File: src/gbms_consts.svh
// Behaviour
// - Each clock rise rotates pattern one stage right
// - Unmerged gate follows clock high while selected
// - Merged gate spans rise to deselecting rise
// - Merged gates of consecutive periods join
// - Trigger only on gate low-to-high transition
// - Trigger lasts trig_len cycles (one for zero), restarting on a new gate rise
// - Pattern held in sixteen-bit shift register
// - Bus requested when any selected stage assigned
// - Bus one gate suppresses bus two
`ifndef GBMS_CONSTS_SVH
`define GBMS_CONSTS_SVH

`define GBMS_STAGES 16
`define GBMS_BUSES 3
`define GBMS_ADDR_W 8

`define GBMS_REG_CTRL 8'h00
`define GBMS_REG_TRIG_LEN 8'h04
`define GBMS_REG_ASSIGN 8'h08
`define GBMS_REG_PATTERN 8'h0C
`define GBMS_REG_STATUS 8'h10

`define GBMS_CTRL_MERGE_LSB 0
`define GBMS_STAT_GATE_LSB 0
`define GBMS_STAT_TRIG_LSB 4
`define GBMS_STAT_CLK_BIT 8

`define GBMS_CLK_PERIOD_NS 10
`define GBMS_TRIG_TIME_NS 5000
`define GBMS_TRIG_CYCLES ((`GBMS_TRIG_TIME_NS + `GBMS_CLK_PERIOD_NS - 1) / `GBMS_CLK_PERIOD_NS)

`define GBMS_RST_PATTERN 16'h0001
`define GBMS_RST_ASSIGN 32'h0000_0000
`define GBMS_RST_MERGE 3'h0

`define GBMS_RESP_OKAY 2'h0
`define GBMS_RESP_SLVERR 2'h2

`endif

File: src/gbms_pkg.sv
package gbms_pkg;

	typedef struct packed {
		logic s1;
		logic s2;
		logic s3;
		logic level;
		logic rise;
	} gbms_sync_t;

	typedef struct packed {
		logic [2:0] prev;
		logic [2:0][15:0] cnt;
		logic [2:0] trig;
	} gbms_trig_t;

	typedef struct packed {
		logic [15:0] pattern;
		logic [2:0] sel;
		logic [2:0] gate;
		logic [2:0] merge;
		logic [15:0] trig_len;
		logic [31:0] assign_map;
		logic aw_got;
		logic [7:0] aw_addr;
		logic w_got;
		logic [31:0] wdata;
		logic [3:0] wstrb;
		logic awready;
		logic wready;
		logic bvalid;
		logic [1:0] bresp;
		logic arready;
		logic rvalid;
		logic [31:0] rdata;
		logic [1:0] rresp;
	} gbms_top_t;

endpackage

File: src/gbms_sync.sv
`timescale 1ns/1ps
`include "gbms_consts.svh"
module gbms_sync
	import gbms_pkg::*;
(
	input wire logic aclk,
	input wire logic aresetn,
	input wire logic din,
	output logic level,
	output logic rise
);
	gbms_sync_t cur;
	gbms_sync_t nxt;

	always_comb begin
		nxt = cur;
		nxt.s1 = din;
		nxt.s2 = cur.s1;
		nxt.s3 = cur.s2;
		// Level only moves once two stages agree, filtering a one-sample glitch
		if (cur.s2 == cur.s3) begin
			nxt.level = cur.s3;
		end
		nxt.rise = nxt.level & ~cur.level;
	end

	always_ff @(posedge aclk) begin
		if (!aresetn) begin
			cur <= '0;
		end else begin
			cur <= nxt;
		end
	end

	assign level = cur.level;
	assign rise = cur.rise;
endmodule // gbms_sync

File: src/gbms_trig.sv
`timescale 1ns/1ps
`include "gbms_consts.svh"
module gbms_trig
	import gbms_pkg::*;
(
	input wire logic aclk,
	input wire logic aresetn,
	input wire logic [2:0] gate,
	input wire logic [15:0] trig_len,
	output logic [2:0] trig
);
	gbms_trig_t cur;
	gbms_trig_t nxt;
	logic [15:0] load;

	always_comb begin
		nxt = cur;
		// A zero length still gives a one-cycle pulse
		load = (trig_len == 16'h0000) ? 16'h0000 : trig_len - 16'h0001;
		for (int b = 0; b < `GBMS_BUSES; b++) begin
			nxt.prev[b] = gate[b];
			if (gate[b] && !cur.prev[b]) begin
				nxt.trig[b] = 1'b1;
				nxt.cnt[b] = load;
			end else if (cur.trig[b]) begin
				if (cur.cnt[b] == 16'h0000) begin
					nxt.trig[b] = 1'b0;
				end else begin
					nxt.cnt[b] = cur.cnt[b] - 16'h0001;
				end
			end
		end
	end

	always_ff @(posedge aclk) begin
		if (!aresetn) begin
			cur <= '0;
		end else begin
			cur <= nxt;
		end
	end

	assign trig = cur.trig;
endmodule // gbms_trig

File: src/gbms_top.sv
`timescale 1ns/1ps
`include "gbms_consts.svh"
module gbms_top
	import gbms_pkg::*;
(
	input wire logic aclk,
	input wire logic aresetn,
	input wire logic seq_clk_in,
	output logic [2:0] gate,
	output logic [2:0] trig,
	input wire logic [7:0] s_axi_awaddr,
	input wire logic [2:0] s_axi_awprot,
	input wire logic s_axi_awvalid,
	output logic s_axi_awready,
	input wire logic [31:0] s_axi_wdata,
	input wire logic [3:0] s_axi_wstrb,
	input wire logic s_axi_wvalid,
	output logic s_axi_wready,
	output logic [1:0] s_axi_bresp,
	output logic s_axi_bvalid,
	input wire logic s_axi_bready,
	input wire logic [7:0] s_axi_araddr,
	input wire logic [2:0] s_axi_arprot,
	input wire logic s_axi_arvalid,
	output logic s_axi_arready,
	output logic [31:0] s_axi_rdata,
	output logic [1:0] s_axi_rresp,
	output logic s_axi_rvalid,
	input wire logic s_axi_rready
);
	gbms_top_t cur;
	gbms_top_t nxt;
	logic clk_level;
	logic clk_rise;
	logic [2:0] trig_q;
	logic [15:0] shifted;
	logic [2:0] req;

	// Bus code 1..3 in a stage's two-bit field routes it to bus 0..2; 0 routes nowhere
	function automatic logic bus_request(input logic [15:0] pat, input logic [31:0] map,
			input logic [1:0] code);
		logic hit;
		hit = 1'b0;
		for (int i = 0; i < `GBMS_STAGES; i++) begin
			if (pat[i] && (map[2*i +: 2] == code)) begin
				hit = 1'b1;
			end
		end
		return hit;
	endfunction

	function automatic logic [31:0] strobe_merge(input logic [31:0] old, input logic [31:0] data,
			input logic [3:0] strb);
		logic [31:0] res;
		res = old;
		for (int k = 0; k < 4; k++) begin
			if (strb[k]) begin
				res[8*k +: 8] = data[8*k +: 8];
			end
		end
		return res;
	endfunction

	function automatic logic reg_mapped(input logic [7:0] addr);
		return (addr == `GBMS_REG_CTRL) || (addr == `GBMS_REG_TRIG_LEN)
			|| (addr == `GBMS_REG_ASSIGN) || (addr == `GBMS_REG_PATTERN)
			|| (addr == `GBMS_REG_STATUS);
	endfunction

	gbms_sync u_sync (
		.aclk(aclk),
		.aresetn(aresetn),
		.din(seq_clk_in),
		.level(clk_level),
		.rise(clk_rise)
	);

	gbms_trig u_trig (
		.aclk(aclk),
		.aresetn(aresetn),
		.gate(cur.gate),
		.trig_len(cur.trig_len),
		.trig(trig_q)
	);

	always_comb begin
		logic [31:0] wval;
		logic [7:0] waddr;
		logic [7:0] raddr;
		wval = 32'h0000_0000;
		waddr = 8'h00;
		raddr = 8'h00;
		nxt = cur;
		req = 3'h0;

		// Sequencer: rotate right, stage 16 wraps into stage 1
		shifted = {cur.pattern[14:0], cur.pattern[15]};
		if (clk_rise) begin
			nxt.pattern = shifted;
			// Selection is taken from the new pattern and held for the whole period
			for (int b = 0; b < `GBMS_BUSES; b++) begin
				req[b] = bus_request(shifted, cur.assign_map, 2'(b + 1));
			end
			nxt.sel = req;
			if (req[0]) begin
				nxt.sel[1] = 1'b0;
			end
		end

		for (int b = 0; b < `GBMS_BUSES; b++) begin
			if (cur.merge[b]) begin
				// Selection is held between rises, so adjacent periods stay high
				nxt.gate[b] = nxt.sel[b];
			end else begin
				nxt.gate[b] = nxt.sel[b] & clk_level;
			end
		end

		// Write channel: address and data may come in either order
		if (cur.bvalid && s_axi_bready) begin
			nxt.bvalid = 1'b0;
		end
		if (s_axi_awvalid && cur.awready) begin
			nxt.aw_got = 1'b1;
			nxt.aw_addr = s_axi_awaddr;
		end
		if (s_axi_wvalid && cur.wready) begin
			nxt.w_got = 1'b1;
			nxt.wdata = s_axi_wdata;
			nxt.wstrb = s_axi_wstrb;
		end
		if (nxt.aw_got && nxt.w_got && !nxt.bvalid) begin
			waddr = {nxt.aw_addr[7:2], 2'b00};
			nxt.aw_got = 1'b0;
			nxt.w_got = 1'b0;
			nxt.bvalid = 1'b1;
			nxt.bresp = reg_mapped(waddr) ? `GBMS_RESP_OKAY : `GBMS_RESP_SLVERR;
			unique case (waddr)
				`GBMS_REG_CTRL: begin
					wval = strobe_merge({29'h0, cur.merge}, nxt.wdata, nxt.wstrb);
					nxt.merge = wval[`GBMS_CTRL_MERGE_LSB +: 3];
				end
				`GBMS_REG_TRIG_LEN: begin
					wval = strobe_merge({16'h0, cur.trig_len}, nxt.wdata, nxt.wstrb);
					nxt.trig_len = wval[15:0];
				end
				`GBMS_REG_ASSIGN: begin
					nxt.assign_map = strobe_merge(cur.assign_map, nxt.wdata, nxt.wstrb);
				end
				`GBMS_REG_PATTERN: begin
					// A software load overrides a shift landing in the same cycle
					wval = strobe_merge({16'h0, cur.pattern}, nxt.wdata, nxt.wstrb);
					nxt.pattern = wval[15:0];
				end
				default: begin
				end
			endcase
		end
		// One write at a time: no new beat until the response is taken
		nxt.awready = !nxt.aw_got && !nxt.bvalid;
		nxt.wready = !nxt.w_got && !nxt.bvalid;

		// Read channel
		if (cur.rvalid && s_axi_rready) begin
			nxt.rvalid = 1'b0;
		end
		if (s_axi_arvalid && cur.arready) begin
			raddr = {s_axi_araddr[7:2], 2'b00};
			nxt.rvalid = 1'b1;
			nxt.rresp = reg_mapped(raddr) ? `GBMS_RESP_OKAY : `GBMS_RESP_SLVERR;
			nxt.rdata = 32'h0000_0000;
			unique case (raddr)
				`GBMS_REG_CTRL: nxt.rdata = {29'h0, cur.merge};
				`GBMS_REG_TRIG_LEN: nxt.rdata = {16'h0, cur.trig_len};
				`GBMS_REG_ASSIGN: nxt.rdata = cur.assign_map;
				`GBMS_REG_PATTERN: nxt.rdata = {16'h0, cur.pattern};
				`GBMS_REG_STATUS: begin
					nxt.rdata[`GBMS_STAT_GATE_LSB +: 3] = cur.gate;
					nxt.rdata[`GBMS_STAT_TRIG_LSB +: 3] = trig_q;
					nxt.rdata[`GBMS_STAT_CLK_BIT] = clk_level;
				end
				default: begin
				end
			endcase
		end
		nxt.arready = !nxt.rvalid;
	end

	always_ff @(posedge aclk) begin
		if (!aresetn) begin
			cur <= '0;
			cur.pattern <= `GBMS_RST_PATTERN;
			cur.assign_map <= `GBMS_RST_ASSIGN;
			cur.merge <= `GBMS_RST_MERGE;
			cur.trig_len <= 16'(`GBMS_TRIG_CYCLES);
		end else begin
			cur <= nxt;
		end
	end

	assign gate = cur.gate;
	assign trig = trig_q;
	assign s_axi_awready = cur.awready;
	assign s_axi_wready = cur.wready;
	assign s_axi_bvalid = cur.bvalid;
	assign s_axi_bresp = cur.bresp;
	assign s_axi_arready = cur.arready;
	assign s_axi_rvalid = cur.rvalid;
	assign s_axi_rdata = cur.rdata;
	assign s_axi_rresp = cur.rresp;
endmodule // gbms_top

File: config.mk
export PLATFORM = sky130hd
export DESIGN_NAME = gbms_top
export DESIGN_NICKNAME = d
export VERILOG_FILES = /design/src/gbms_pkg.sv /design/src/gbms_sync.sv /design/src/gbms_trig.sv /design/src/gbms_top.sv
export VERILOG_INCLUDE_DIRS = /design/src /design/src/src
export SDC_FILE = /design/constraint.sdc
export NUM_CORES = 1
export LEC_CHECK = 0
export BUFFER_PORTS_ARGS = -buffer_cell sky130_fd_sc_hd__buf_2
export CAP_MARGIN = 20
export CORE_MARGIN = 2
export CORE_UTILIZATION = 64
export DETAILED_ROUTE_END_ITERATION = 12
export PLACE_DENSITY = 0.83
export RECOVER_POWER = 50
export REMOVE_ABC_BUFFERS = 1
export SLEW_MARGIN = 15
export SYNTH_ARGS = -nofsm -noshare
export SYNTH_HDL_FRONTEND = slang
export SYNTH_SLANG_ARGS = --single-unit
File: constraint.sdc
create_clock -name aclk -period 6.98 [get_ports aclk]
set_clock_uncertainty 0.05 [all_clocks]
set_input_delay 2.094 -clock aclk [delete_from_list [all_inputs] [get_ports aclk]]
set_output_delay 2.094 -clock aclk [all_outputs]
set_load 0.02 [all_outputs]
Word-level counts from Yosys, hierarchy flattened. Cells that the tools add are included.

$add $sub $neg: 4. Equal/unequal tests: 62. Multiplexer cells: 94. Bitwise gates (word level): 5. Reductions and logical operators: 95.

Operators by type and width (count): 16-bit 2-to-1 mux (12); 23-bit one-hot mux with 3 select lines (1); 1-bit 2-to-1 mux (67); 2-bit equality test, second input constant (32); 16-bit zero test (4); 16-bit by 1-bit subtractor with 16-bit output, second input constant (4); 1-bit logical AND (60); 37-bit 2-to-1 mux (1); 35-bit 2-to-1 mux (1); 2-bit by 1-bit equality test with 1-bit output, second input constant (16); 6-bit by 2-bit equality test with 1-bit output, second input constant (4); 3-bit AND reduction (7); 19-bit 2-to-1 mux (1); 8-bit 2-to-1 mux (2); 3-bit one-hot mux with 5 select lines (1); 6-bit by 1-bit equality test with 1-bit output, second input constant (2); 6-bit by 3-bit equality test with 1-bit output, second input constant (2); 6-bit zero test (2); 3-bit one-hot mux with 4 select lines (1); 9-bit 2-to-1 mux (1); 1-bit zero test (8); 1-bit logical OR (8); 2-bit by 1-bit inequality test with 1-bit output, second input constant (3); 3-bit inequality test, second input constant (2); other kinds (9) (18).

Bits in registers: 219. Bits of input ports: 66.

Logic depth before layout (Yosys ltp). Gate-level depths: netlist of run 1.

Word-level depth: 23. Depth in mapped cells: 8. Mapped depth without buffers: 7.

By module. From an unflattened synthesis of run 1, not the netlist that was laid out.

Cells, all modules: 1223. Area total of the unflattened synthesis: 10914.2 um^2.

Modules (own cells, without submodules): gbms_top (times used 1, cells each 805, area each 7365.8 um^2); gbms_trig (times used 1, cells each 406, area each 3399.5 um^2); gbms_sync (times used 1, cells each 12, area each 148.9 um^2).

Worst setup path before layout of run 1. Ideal clock, no wire load.

Kind: input to register. From: input s_axi_awvalid. To: register cur[109] (netlist bit). Setup time: 0.138 ns. Arrival time: 3.832 ns. Path slack: 2.960 ns. Cell stages on the path: 8. Path buffers: 3. Cell sequence: and2_1 -> buf_2 -> mux2_2 -> or4_1 -> buf_2 -> buf_2 -> o211ai_1 -> o41ai_2.

Longest elaborated chain between the ends: 5.

Ends and longest elaborated chain: from (decl) (RTL line gbms_top.sv:13) `input wire logic s_axi_awvalid,`; 1-bit logical AND * (RTL line gbms_top.sv:123) `if (s_axi_awvalid && cur.awready) begin`; 9-bit 2-to-1 mux * (RTL line gbms_top.sv:123); parallel branches: the longest is 2 deep, another holds 6-bit by 2-bit equality test with 1-bit output; 3-bit AND reduction (no line) *; to (signal assigned) (RTL line gbms_top.sv:197) `cur <= nxt;`; to (decl) (RTL line gbms_top.sv:31) `gbms_top_t cur;`.

Mark *: on every way between the ends. A chain may end at the register's enable or synchronous reset.

Worst setup path after layout of run 1.
From: input s_axi_wvalid. To: register cur[114] (netlist bit).

Longest elaborated chain between the ends: 5.

Ends and longest elaborated chain: from (decl) (RTL line gbms_top.sv:17) `input wire logic s_axi_wvalid,`; 1-bit logical AND * (RTL line gbms_top.sv:127) `if (s_axi_wvalid && cur.wready) begin`; 37-bit 2-to-1 mux * (RTL line gbms_top.sv:127); 1-bit logical AND (2 in series) (RTL line gbms_top.sv:132) `if (nxt.aw_got && nxt.w_got && !nxt.bvalid) begin`; 3-bit AND reduction (no line).

Mark *: on every way between the ends. The rest lies on a longest branch, timed or not.

==> metrics.txt, run 1 <==
Die ar. 17700 um2; final WL 27.9 mm; Layout area overhead 9.24%; num rows 47; WP buf/inv 1; Synth Cell Area 10700 um2; Synth Register Bits 215; final hold vios 0; # fillers 1296; commonest non-fill, non-tap cell in the layout dfxtp_1; antenna fix cells 0; Worst EP required 7.31 ns; max-slew violations 0; Yosys top cell area share 40.3%; Final #Nets 1330; buffer depth of the longest clock path 3; DRT antenna net count 0; Port Buf Inserts 100; CTS tree done; Top delay family on crit path simple AND/OR/NAND/NOR gates; startpoint types input pin; Worst path max stage delay 0.93 ns; Leakage 4.46 nW; CP Depth 6; Distinct cells, synth 69; endpoints failing setup 0; Post-CTS Setup Bufs 0; Syn Inst Count 1244; starting density of the core 64.9%; vias in the first global route 8828; Post-synth EDFFs 0; max cap viols 0; maximum vdd drop 0.183 mV; unrepaired setup endpoints after global routing no; WL per Instance 18.6 um; async set-reset flop share out of synthesis 0%; # H-tree levels 1; area of all placed cells without fillers 11700 um2; pwr/cell area 235 nW/um2; Initial DRC Count 854; routability cong. 0.898; grt ovf 0; crit path max fanout 19; first-pass GRT wire length 44.6 mm; DRC 0; commonest cells after routing, fill and taps aside 215 x dfxtp_1, 136 x nand2_1, 84 x a21oi_1; M3 GR Usage 4.03%; core box area 16500 um2; Multi-input gate area 5630 um2; Crit path arrival time 4.90 ns; Worst setup EP type flip-flop; Hold-fix buffers, CTS 0; Post-synth top flop dfxtp_1; Pre-antenna DRT Iters 7; Slew HR 24.7%; initial antenna violation count 0; worst hold path class flip-flop to flip-flop; IO Pins 113; vias 9516; grt peak-use layer met2; CTS buffer count 23; Total Routing Usage GR 30.8%; Die Wd 133 um; # resized after CTS 0; Crit Path Class input pin to flip-flop; met2 Use GR 52.8%; slowest CP cell or4_1; R2R depth 5; worst slew pin tran 1.13 ns; die span in y 133 um; sequential area share after synthesis 40.3%; share of cells above drive strength 1 12.6%; insertion delay to the later sink of the worst-skew pair 0.52 ns; met1 Use GR 38.5%; Clock Sinks 215; Reg area 4300 um2; root buf cell clkbuf_16; outcome complete, no violations; Worst-path clk slew 0.06 ns; syn avg cell area 8.58 um2; TNS Setup 0 ns; largest net degree at the start of global routing 84; largest area contributor in the netlist dfxtp_1; post-layout min period 4.57 ns; DR vias/cell 6.36; hold path depth 1; leading post-synthesis cells by cell area dfxtp_1 40%, mux2i_1 5.7%, nand2_1 4.8%, mux2_2 4.7%, a21oi_1 3.9%; FMAX 219 MHz; YS warnings 0; worst path cell trace clkbuf_1 -> a21oi_1 -> or3_1 -> or4_1 -> nor2_1 -> o21ai_0; fin crit share 65.5%; Placed Area 10900 um2; Final HPWL DP 18.8 mm
-- stage by stage --
stage                     hold slack, ns  util [%]  setup slack, ns  total power, W  cells
final                              0.366      70.9             2.41         0.00274   1497
after global routing               0.403      70.9             2.19         0.00280   1497
after CTS                          0.371      71.2             2.74         0.00274   1496
after detailed placement           0.363      66.2             2.22         0.00143   1454
after global placement             0.358      66.2             2.30         0.00143   1454
after floorplan                    0.352         -             1.39         0.00137   1125
-- report_power, final --
group / switching [W] / total (W) / leakage (nW) / internal [W]
Sequential: 0.0000100 / 0.00126 / 1.74 / 0.00125
Clock: 0.000518 / 0.00133 / 0.403 / 0.000814
Combinational: 0.000100 / 0.000151 / 2.32 / 0.0000506
-- final timing paths --
| path | startpoint | end | slack, ns |
|---|---|---|---|
| max | s_axi_wvalid | cur[114] | 2.41 |
| min | cur[86] | s_axi_awready | 0.37 |
| max reg2reg | s_axi_wready | cur[114] | 3.83 |
| min reg2reg | cur[86] | s_axi_awready | 0.37 |
-- synth_stat cells (4+ instances only) --
cell,instances
and3_1,5
nor2_1,76
nand2_1,136
nor4_1,27
nand3_1,75
nand4b_1,4
mux2i_1,61
nor3_1,26
mux2_2,45
buf_2,9
a31oi_1,9
nor3b_1,6
a31o_2,7
nor4b_1,4
o211a_1,10
o21a_1,7
xnor2_1,22
o211ai_1,14
nand4_1,10
nor2b_1,9
xor2_1,16
nand2b_1,5
ha_1,4
inv_1,30
clkbuf_1,59
or3_1,9
o22ai_1,9
or4_1,13
and2_1,16
a21oi_1,84
a221oi_1,7
o41ai_1,7
o31ai_1,21
a22oi_1,11
buf_1,6
o21ai_0,61
buf_4,43
a211oi_1,7
nand3b_1,12
dfxtp_1,215
-- flip-flops by register name, indices dropped and copies added (netlist names), 3 cells and up --
name         flops
cur            114
gate             3
s_axi_rdata     32
u_sync.cur       3
u_trig.cur      51
u_trig.trig      3
-- area by class of cell --
type                            count  share of cell area, %
Clock inverter                     16                   1.89
Clock buffer                       26                   5.20
Tap cell                          220                   2.36
Timing Repair Buffer              110                   4.44
Multi-Input combinational cell    879                   48.2
Sequential cell                   215                   36.9
Inverter                           31                  0.997
-- cell families after synthesis --
family	share of synthesized area, %
AO/OA/AOI/OAI	17.4
XOR/XNOR	3.12
adder cells (fa/ha/maj)	0.469
buffers and inverters	7.12
flip-flops	40.3
multiplexers	10.5
other	0.0351
AND/OR/NAND/NOR	21.1
-- routing by layer --
metal / wire length, um / up-vias
met5: 0 / -
met4: 1410 / 0
met3: 1830 / 103
met2: 13200 / 421
met1: 11400 / 4487
li1: - / 4505
-- worst reg2reg max path, stage by stage, from the launching register on --
cell and delay (ns):
dfxtp_1 0.63, a21oi_1 0.21, or3_1 0.50, or4_1 0.93, nor2_1 0.51, o21ai_0 0.18
(Power assumes the default switching activity.)
==> run 2, diff against run 1 <==
Settings changed: CORE_UTILIZATION 64 to 59, PLACE_DENSITY 0.83 to 0.77.
Clock period 6.98 ns to 4.5 ns, I/O delays scaled along.
==> metrics.txt, run 2 (synthesized netlist as in run 1, its figures left out) <==
Top delay family on crit path buffers and inverters; die span in y 139 um (+4.0%); crit path max fanout 47 (+28); hold path depth 1 (unchanged); Final HPWL DP 19.1 mm (+2.0%); endpoints failing setup 0 (unchanged); R2R depth 5 (unchanged); vias in the first global route 8572 (-2.9%); CTS tree done; Worst EP required 4.86 ns (-2.45 ns); num rows 49 (+4.3%); worst path cell trace clkbuf_1 -> inv_1 -> clkbuf_2 -> o41ai_1; pwr/cell area 365 nW/um2 (+55%); Comb power frac 5.6% (about the same); Reg area 4300 um2 (unchanged); TNS Setup 0 ns (unchanged); Die ar. 19200 um2 (+8.2%); WP buf/inv 3 (+2); Total Routing Usage GR 27.7% (-3.1 points); initial antenna violation count 0 (unchanged); IO Pins 113 (unchanged); final core utilization 65.6% (-5.2 points); Post-CTS Setup Bufs 0 (unchanged); core box area 17800 um2 (+8.4%); failing checks capacitance limit, slew limit; fin crit share 83.8%; largest net degree at the start of global routing 71 (-15%); final WL 27.6 mm (-1.2%); setup ws final 0.730 ns (-1.68 ns); Sw Pwr 0.000958 W (+52%); DR vias/cell 6.14 (-3.4%); Clock Power Share 48.8% (+0.2 points); Worst-path clk slew 0.06 ns (about the same); first-pass GRT wire length 43.9 mm (-1.7%); post-layout min period 3.77 ns; Layout area overhead 9.65%; switching share of power 22.4% (-0.51 points); Initial DRC Count 745 (-13%); Clock Sinks 215 (unchanged); # resized after CTS 0 (unchanged); Die Wd 139 um (+4.0%); Largest register FFs 114 (unchanged); placed cells 1469 (+1.0%); Worst path max stage delay 0.97 ns (+0.04 ns); DRC 0 (unchanged); worst slew pin tran 1.70 ns (+0.567 ns); max cap viols 1 (+1); worst hold path class flip-flop to flip-flop; grt ovf 0 (unchanged); commonest non-fill, non-tap cell in the layout dfxtp_1; Slew HR -13.2% (-38 points); Final #Nets 1334 (+0.30%); startpoint types input pin; unrepaired setup endpoints after global routing no; WL per Instance 18.3 um (-2.0%); Pre-antenna DRT Iters 5 (-2); Port Buf Inserts 100 (unchanged); max-slew violations 48 (+48); # H-tree levels 1 (unchanged); FMAX 265 MHz; Worst Setup Slack post-DPL 0.541 ns (-1.68 ns); starting density of the core 59.9% (-5.0 points); antenna fix cells 0 (unchanged); Worst setup EP type flip-flop; commonest cells after routing, fill and taps aside 215 x dfxtp_1, 136 x nand2_1, 84 x a21oi_1; cell-internal power 0.00331 W (+57%); share of cells above drive strength 1 13.5% (+0.91 points); Crit Path Class input pin to flip-flop; CTS buffer count 22 (-4.3%); Leakage 4.50 nW (+0.84%); slowest CP cell inv_1; register share of total power 45.6% (-0.2 points); buffer depth of the longest clock path 3 (unchanged); insertion delay to the later sink of the worst-skew pair 0.53 ns (about the same); CP Depth 4 (-2); # fillers 1506 (+16%); Post-Layout Cell Count 1509 (+0.80%); Multi-input gate area 5630 um2 (unchanged); Crit path arrival time 4.13 ns (-0.77 ns); DRT antenna net count 0 (unchanged); final hold vios 0 (unchanged); outcome finished, violations left; Top reg by flops cur; Hold-fix buffers, CTS 0 (unchanged); root buf cell clkbuf_16; vias 9268 (-2.6%); routability cong. 0.925 (+2.9%); maximum vdd drop 0.348 mV (+90%)
-- run 2: worst paths after layout --
kind | start | to | slack [ns]
min reg2reg | cur[86] | s_axi_awready | 0.37
max | aresetn | cur[105] | 0.73
max reg2reg | s_axi_wready | cur[111] | 1.45
min | cur[86] | s_axi_awready | 0.37
-- run 2: layer usage --
| metal | GRT usage (%) | share of wire [%] | vias up |
|---|---|---|---|
| met2 | 47.1 | 48 | 316 |
| li1 | - | - | 4514 |
| met4 | 11.7 | 3.9 | 0 |
| met5 | 0 | 0 | - |
| met3 | 3.94 | 5.9 | 70 |
| met1 | 35.4 | 42 | 4368 |
-- run 2: cell type report --
| type | count | share of cell area (%) |
|---|---|---|
| Tap cell | 229 | 2.45 |
| Clock buffer | 28 | 5.15 |
| Clock inverter | 12 | 1.92 |
| Sequential cell | 215 | 36.8 |
| Multi-Input combinational cell | 879 | 48.0 |
| Inverter | 31 | 0.994 |
| Timing Repair Buffer | 115 | 4.69 |
-- run 2: power groups by stage --
stage,clock network [W],registers (W),logic [W]
global route,0.00217,0.00195,0.000260
CTS,0.00210,0.00195,0.000243
detailed placement,0,0.00199,0.000241
global placement,0,0.00199,0.000238
finish,0.00208,0.00195,0.000239
floorplan,0,0.00199,0.000127
-- run 2: per-stage QoR --
step / power (W) / area, um2 / hold slack (ns)
after floorplan: 0.00212 / 10000 / 0.352
after global placement: 0.00223 / 11000 / 0.358
after detailed placement: 0.00223 / 11000 / 0.367
after CTS: 0.00429 / 11800 / 0.375
after global routing: 0.00438 / 11700 / 0.404
final: 0.00427 / 11700 / 0.371
==> run 3, diff against run 2 <==
Settings changed: ABC_AREA from default to 1, CORE_UTILIZATION 59 to 54, PLACE_DENSITY 0.77 to 0.74.
Clock period 4.5 ns to 3.4 ns, I/O delays scaled along.
==> metrics.txt, run 3 <==
Post-synth EDFFs 0 (unchanged); Largest register FFs 114 (unchanged); final core utilization 60.9% (-4.7 points); Total Routing Usage GR 28.1% (+0.43 points); placed cells 2078 (+41%); max cap viols 2 (+1); grt peak-use layer met2; endpoints failing setup 0 (unchanged); final hold vios 0 (unchanged); Final HPWL DP 23.1 mm (+21%); Die Wd 150 um (+8.6%); Leakage 6.07 nW (+35%); largest area contributor in the netlist dfxtp_1; crit path max fanout 36 (-23%); worst hold path class flip-flop to flip-flop; Synth Register Bits 215 (unchanged); failing checks capacitance limit, slew limit; # H-tree levels 1 (unchanged); DRT antenna net count 0 (unchanged); CTS buffer count 25 (+14%); Crit Path Class input pin to flip-flop; syn avg cell area 6.49 um2 (-24%); Pre-antenna DRT Iters 5 (unchanged); post-layout min period 2.85 ns; largest net degree at the start of global routing 78 (+9.9%); Clock Sinks 215 (unchanged); die span in y 150 um (+8.6%); synth cell count leaders 500 x nand2_1, 272 x nor2_1, 215 x dfxtp_1; Initial DRC Count 892 (+20%); vias 11300 (+22%); share of cells above drive strength 1 9.52% (-4.0 points); Post-CTS Setup Bufs 0 (unchanged); core box area 21000 um2 (+18%); buffer depth of the longest clock path 3 (unchanged); Multi-input gate area 5980 um2 (+6.3%); Layout area overhead 10.6%; DRC 0 (unchanged); Syn Inst Count 1783 (+43%); met2 Use GR 47.1% (-0.066 points); Post-synth top flop dfxtp_1; fin crit share 83.8%; Yosys top cell area share 37.2% (-3.1 points); leading post-synthesis cells by cell area dfxtp_1 37%, nand2_1 16%, nor2_1 8.8%, nand3_1 6.9%, inv_1 5.7%; Final #Nets 1900 (+42%); # resized after CTS 0 (unchanged); met1 Use GR 36.1% (+0.72 points); antenna fix cells 0 (unchanged); Top reg by flops cur; Worst EP required 3.82 ns (-1.04 ns); Reg area 4300 um2 (unchanged); CTS tree done; Worst-path clk slew 0.06 ns (about the same); IO Pins 113 (unchanged); maximum vdd drop 0.383 mV (+10%); num rows 53 (+8.2%); sequential area share after synthesis 37.2% (-3.1 points); count leader, synth nand2_1; Synth Cell Area 11600 um2 (+8.4%); Distinct cells, synth 39 (-43%); WL per Instance 15.0 um (-18%); Die ar. 22600 um2 (+18%); initial antenna violation count 0 (unchanged); Crit path arrival time 3.27 ns (-0.86 ns); grt ovf 0 (unchanged); Hold Slack 0.361 ns (-0.00914 ns); routability cong. 0.952 (+3.0%); Slew HR -13.1% (+0.12 points); M3 GR Usage 4.27% (+0.34 points); Post-Layout Cell Count 2124 (+41%); startpoint types input pin; outcome finished, violations left; YS warnings 0 (unchanged); vias in the first global route 10400 (+22%); Hold-fix buffers, CTS 0 (unchanged); insertion delay to the later sink of the worst-skew pair 0.55 ns (+0.02 ns); first-pass GRT wire length 51.1 mm (+16%); DR vias/cell 5.33 (-13%); commonest non-fill, non-tap cell in the layout nand2_1; root buf cell clkbuf_16; Port Buf Inserts 100 (unchanged); max-slew violations 114 (+140%); Total Power Consumption 0.00595 W (+39%); # fillers 2028 (+35%); Worst setup EP type flip-flop; worst slew pin tran 1.70 ns (+0.000140 ns); commonest cells after routing, fill and taps aside 499 x nand2_1, 272 x nor2_1, 215 x dfxtp_1; pwr/cell area 465 nW/um2 (+28%); final WL 31.8 mm (+15%); FMAX 351 MHz; unrepaired setup endpoints after global routing no; starting density of the core 55.1% (-4.8 points); async set-reset flop share out of synthesis 0% (unchanged)
## run 3: logic make-up after synthesis
logic type / after synthesis / synth area share [%]
buffers and inverters: 290 / 11.2
adder cells (fa/ha/maj): 5 / 0.519
AND/OR/NAND/NOR: 1001 / 36.6
flip-flops: 215 / 37.2
multiplexers: 25 / 2.16
AO/OA/AOI/OAI: 220 / 10.4
other: 1 / 0.0324
XOR/XNOR: 26 / 1.97
## run 3: metrics by stage
step / cell area, um2 / setup slack, ns / setup TNS, ns
CTS: 12900 / 0.967 / 0
global route: 12800 / 0.418 / 0
floorplan: 11000 / -0.509 / -13.74
finish: 12800 / 0.550 / 0
detailed placement: 12000 / 0.431 / 0
global placement: 12000 / 0.463 / 0
## run 3: path summary, 6_finish.rpt
check                                   start        endpoint  slack [ns]  depth (start not counted)
worst min register to register  u_sync.cur[4]   u_sync.cur[3]        0.36                          2
worst max-delay path                  aresetn        cur[101]        0.55                          4
worst max register to register       cur[119]  u_trig.cur[22]        0.90                          9
worst min-delay path            u_sync.cur[4]   u_sync.cur[3]        0.36                          2
## run 3: per-layer routing
metal	part of all wire [%]	vias to the layer above
met2	46	392
met3	7.3	81
met5	0	-
met1	42	5139
li1	-	5703
met4	4.3	0
## run 3: report_power, final
part	leakage, nW	switching, W	internal, W	total, W
registers	1.74	0.0000287	0.00259	0.00262
logic	3.91	0.000390	0.000172	0.000563
clock network	0.417	0.00115	0.00163	0.00277
## run 3: critical path, stage by stage
cell and delay (ns):
clkbuf_1 0.11, clkinvlp_2 1.21, clkbuf_1 0.65, a21oi_1 0.24
## run 3: layout make-up
cell class,instances,area share [%]
Sequential cell,215,33.6
Multi-Input combinational cell,1279,46.7
Timing Repair Buffer,119,4.68
Clock buffer,31,5.45
Inverter,190,5.58
Clock inverter,15,1.26
Tap cell,275,2.69
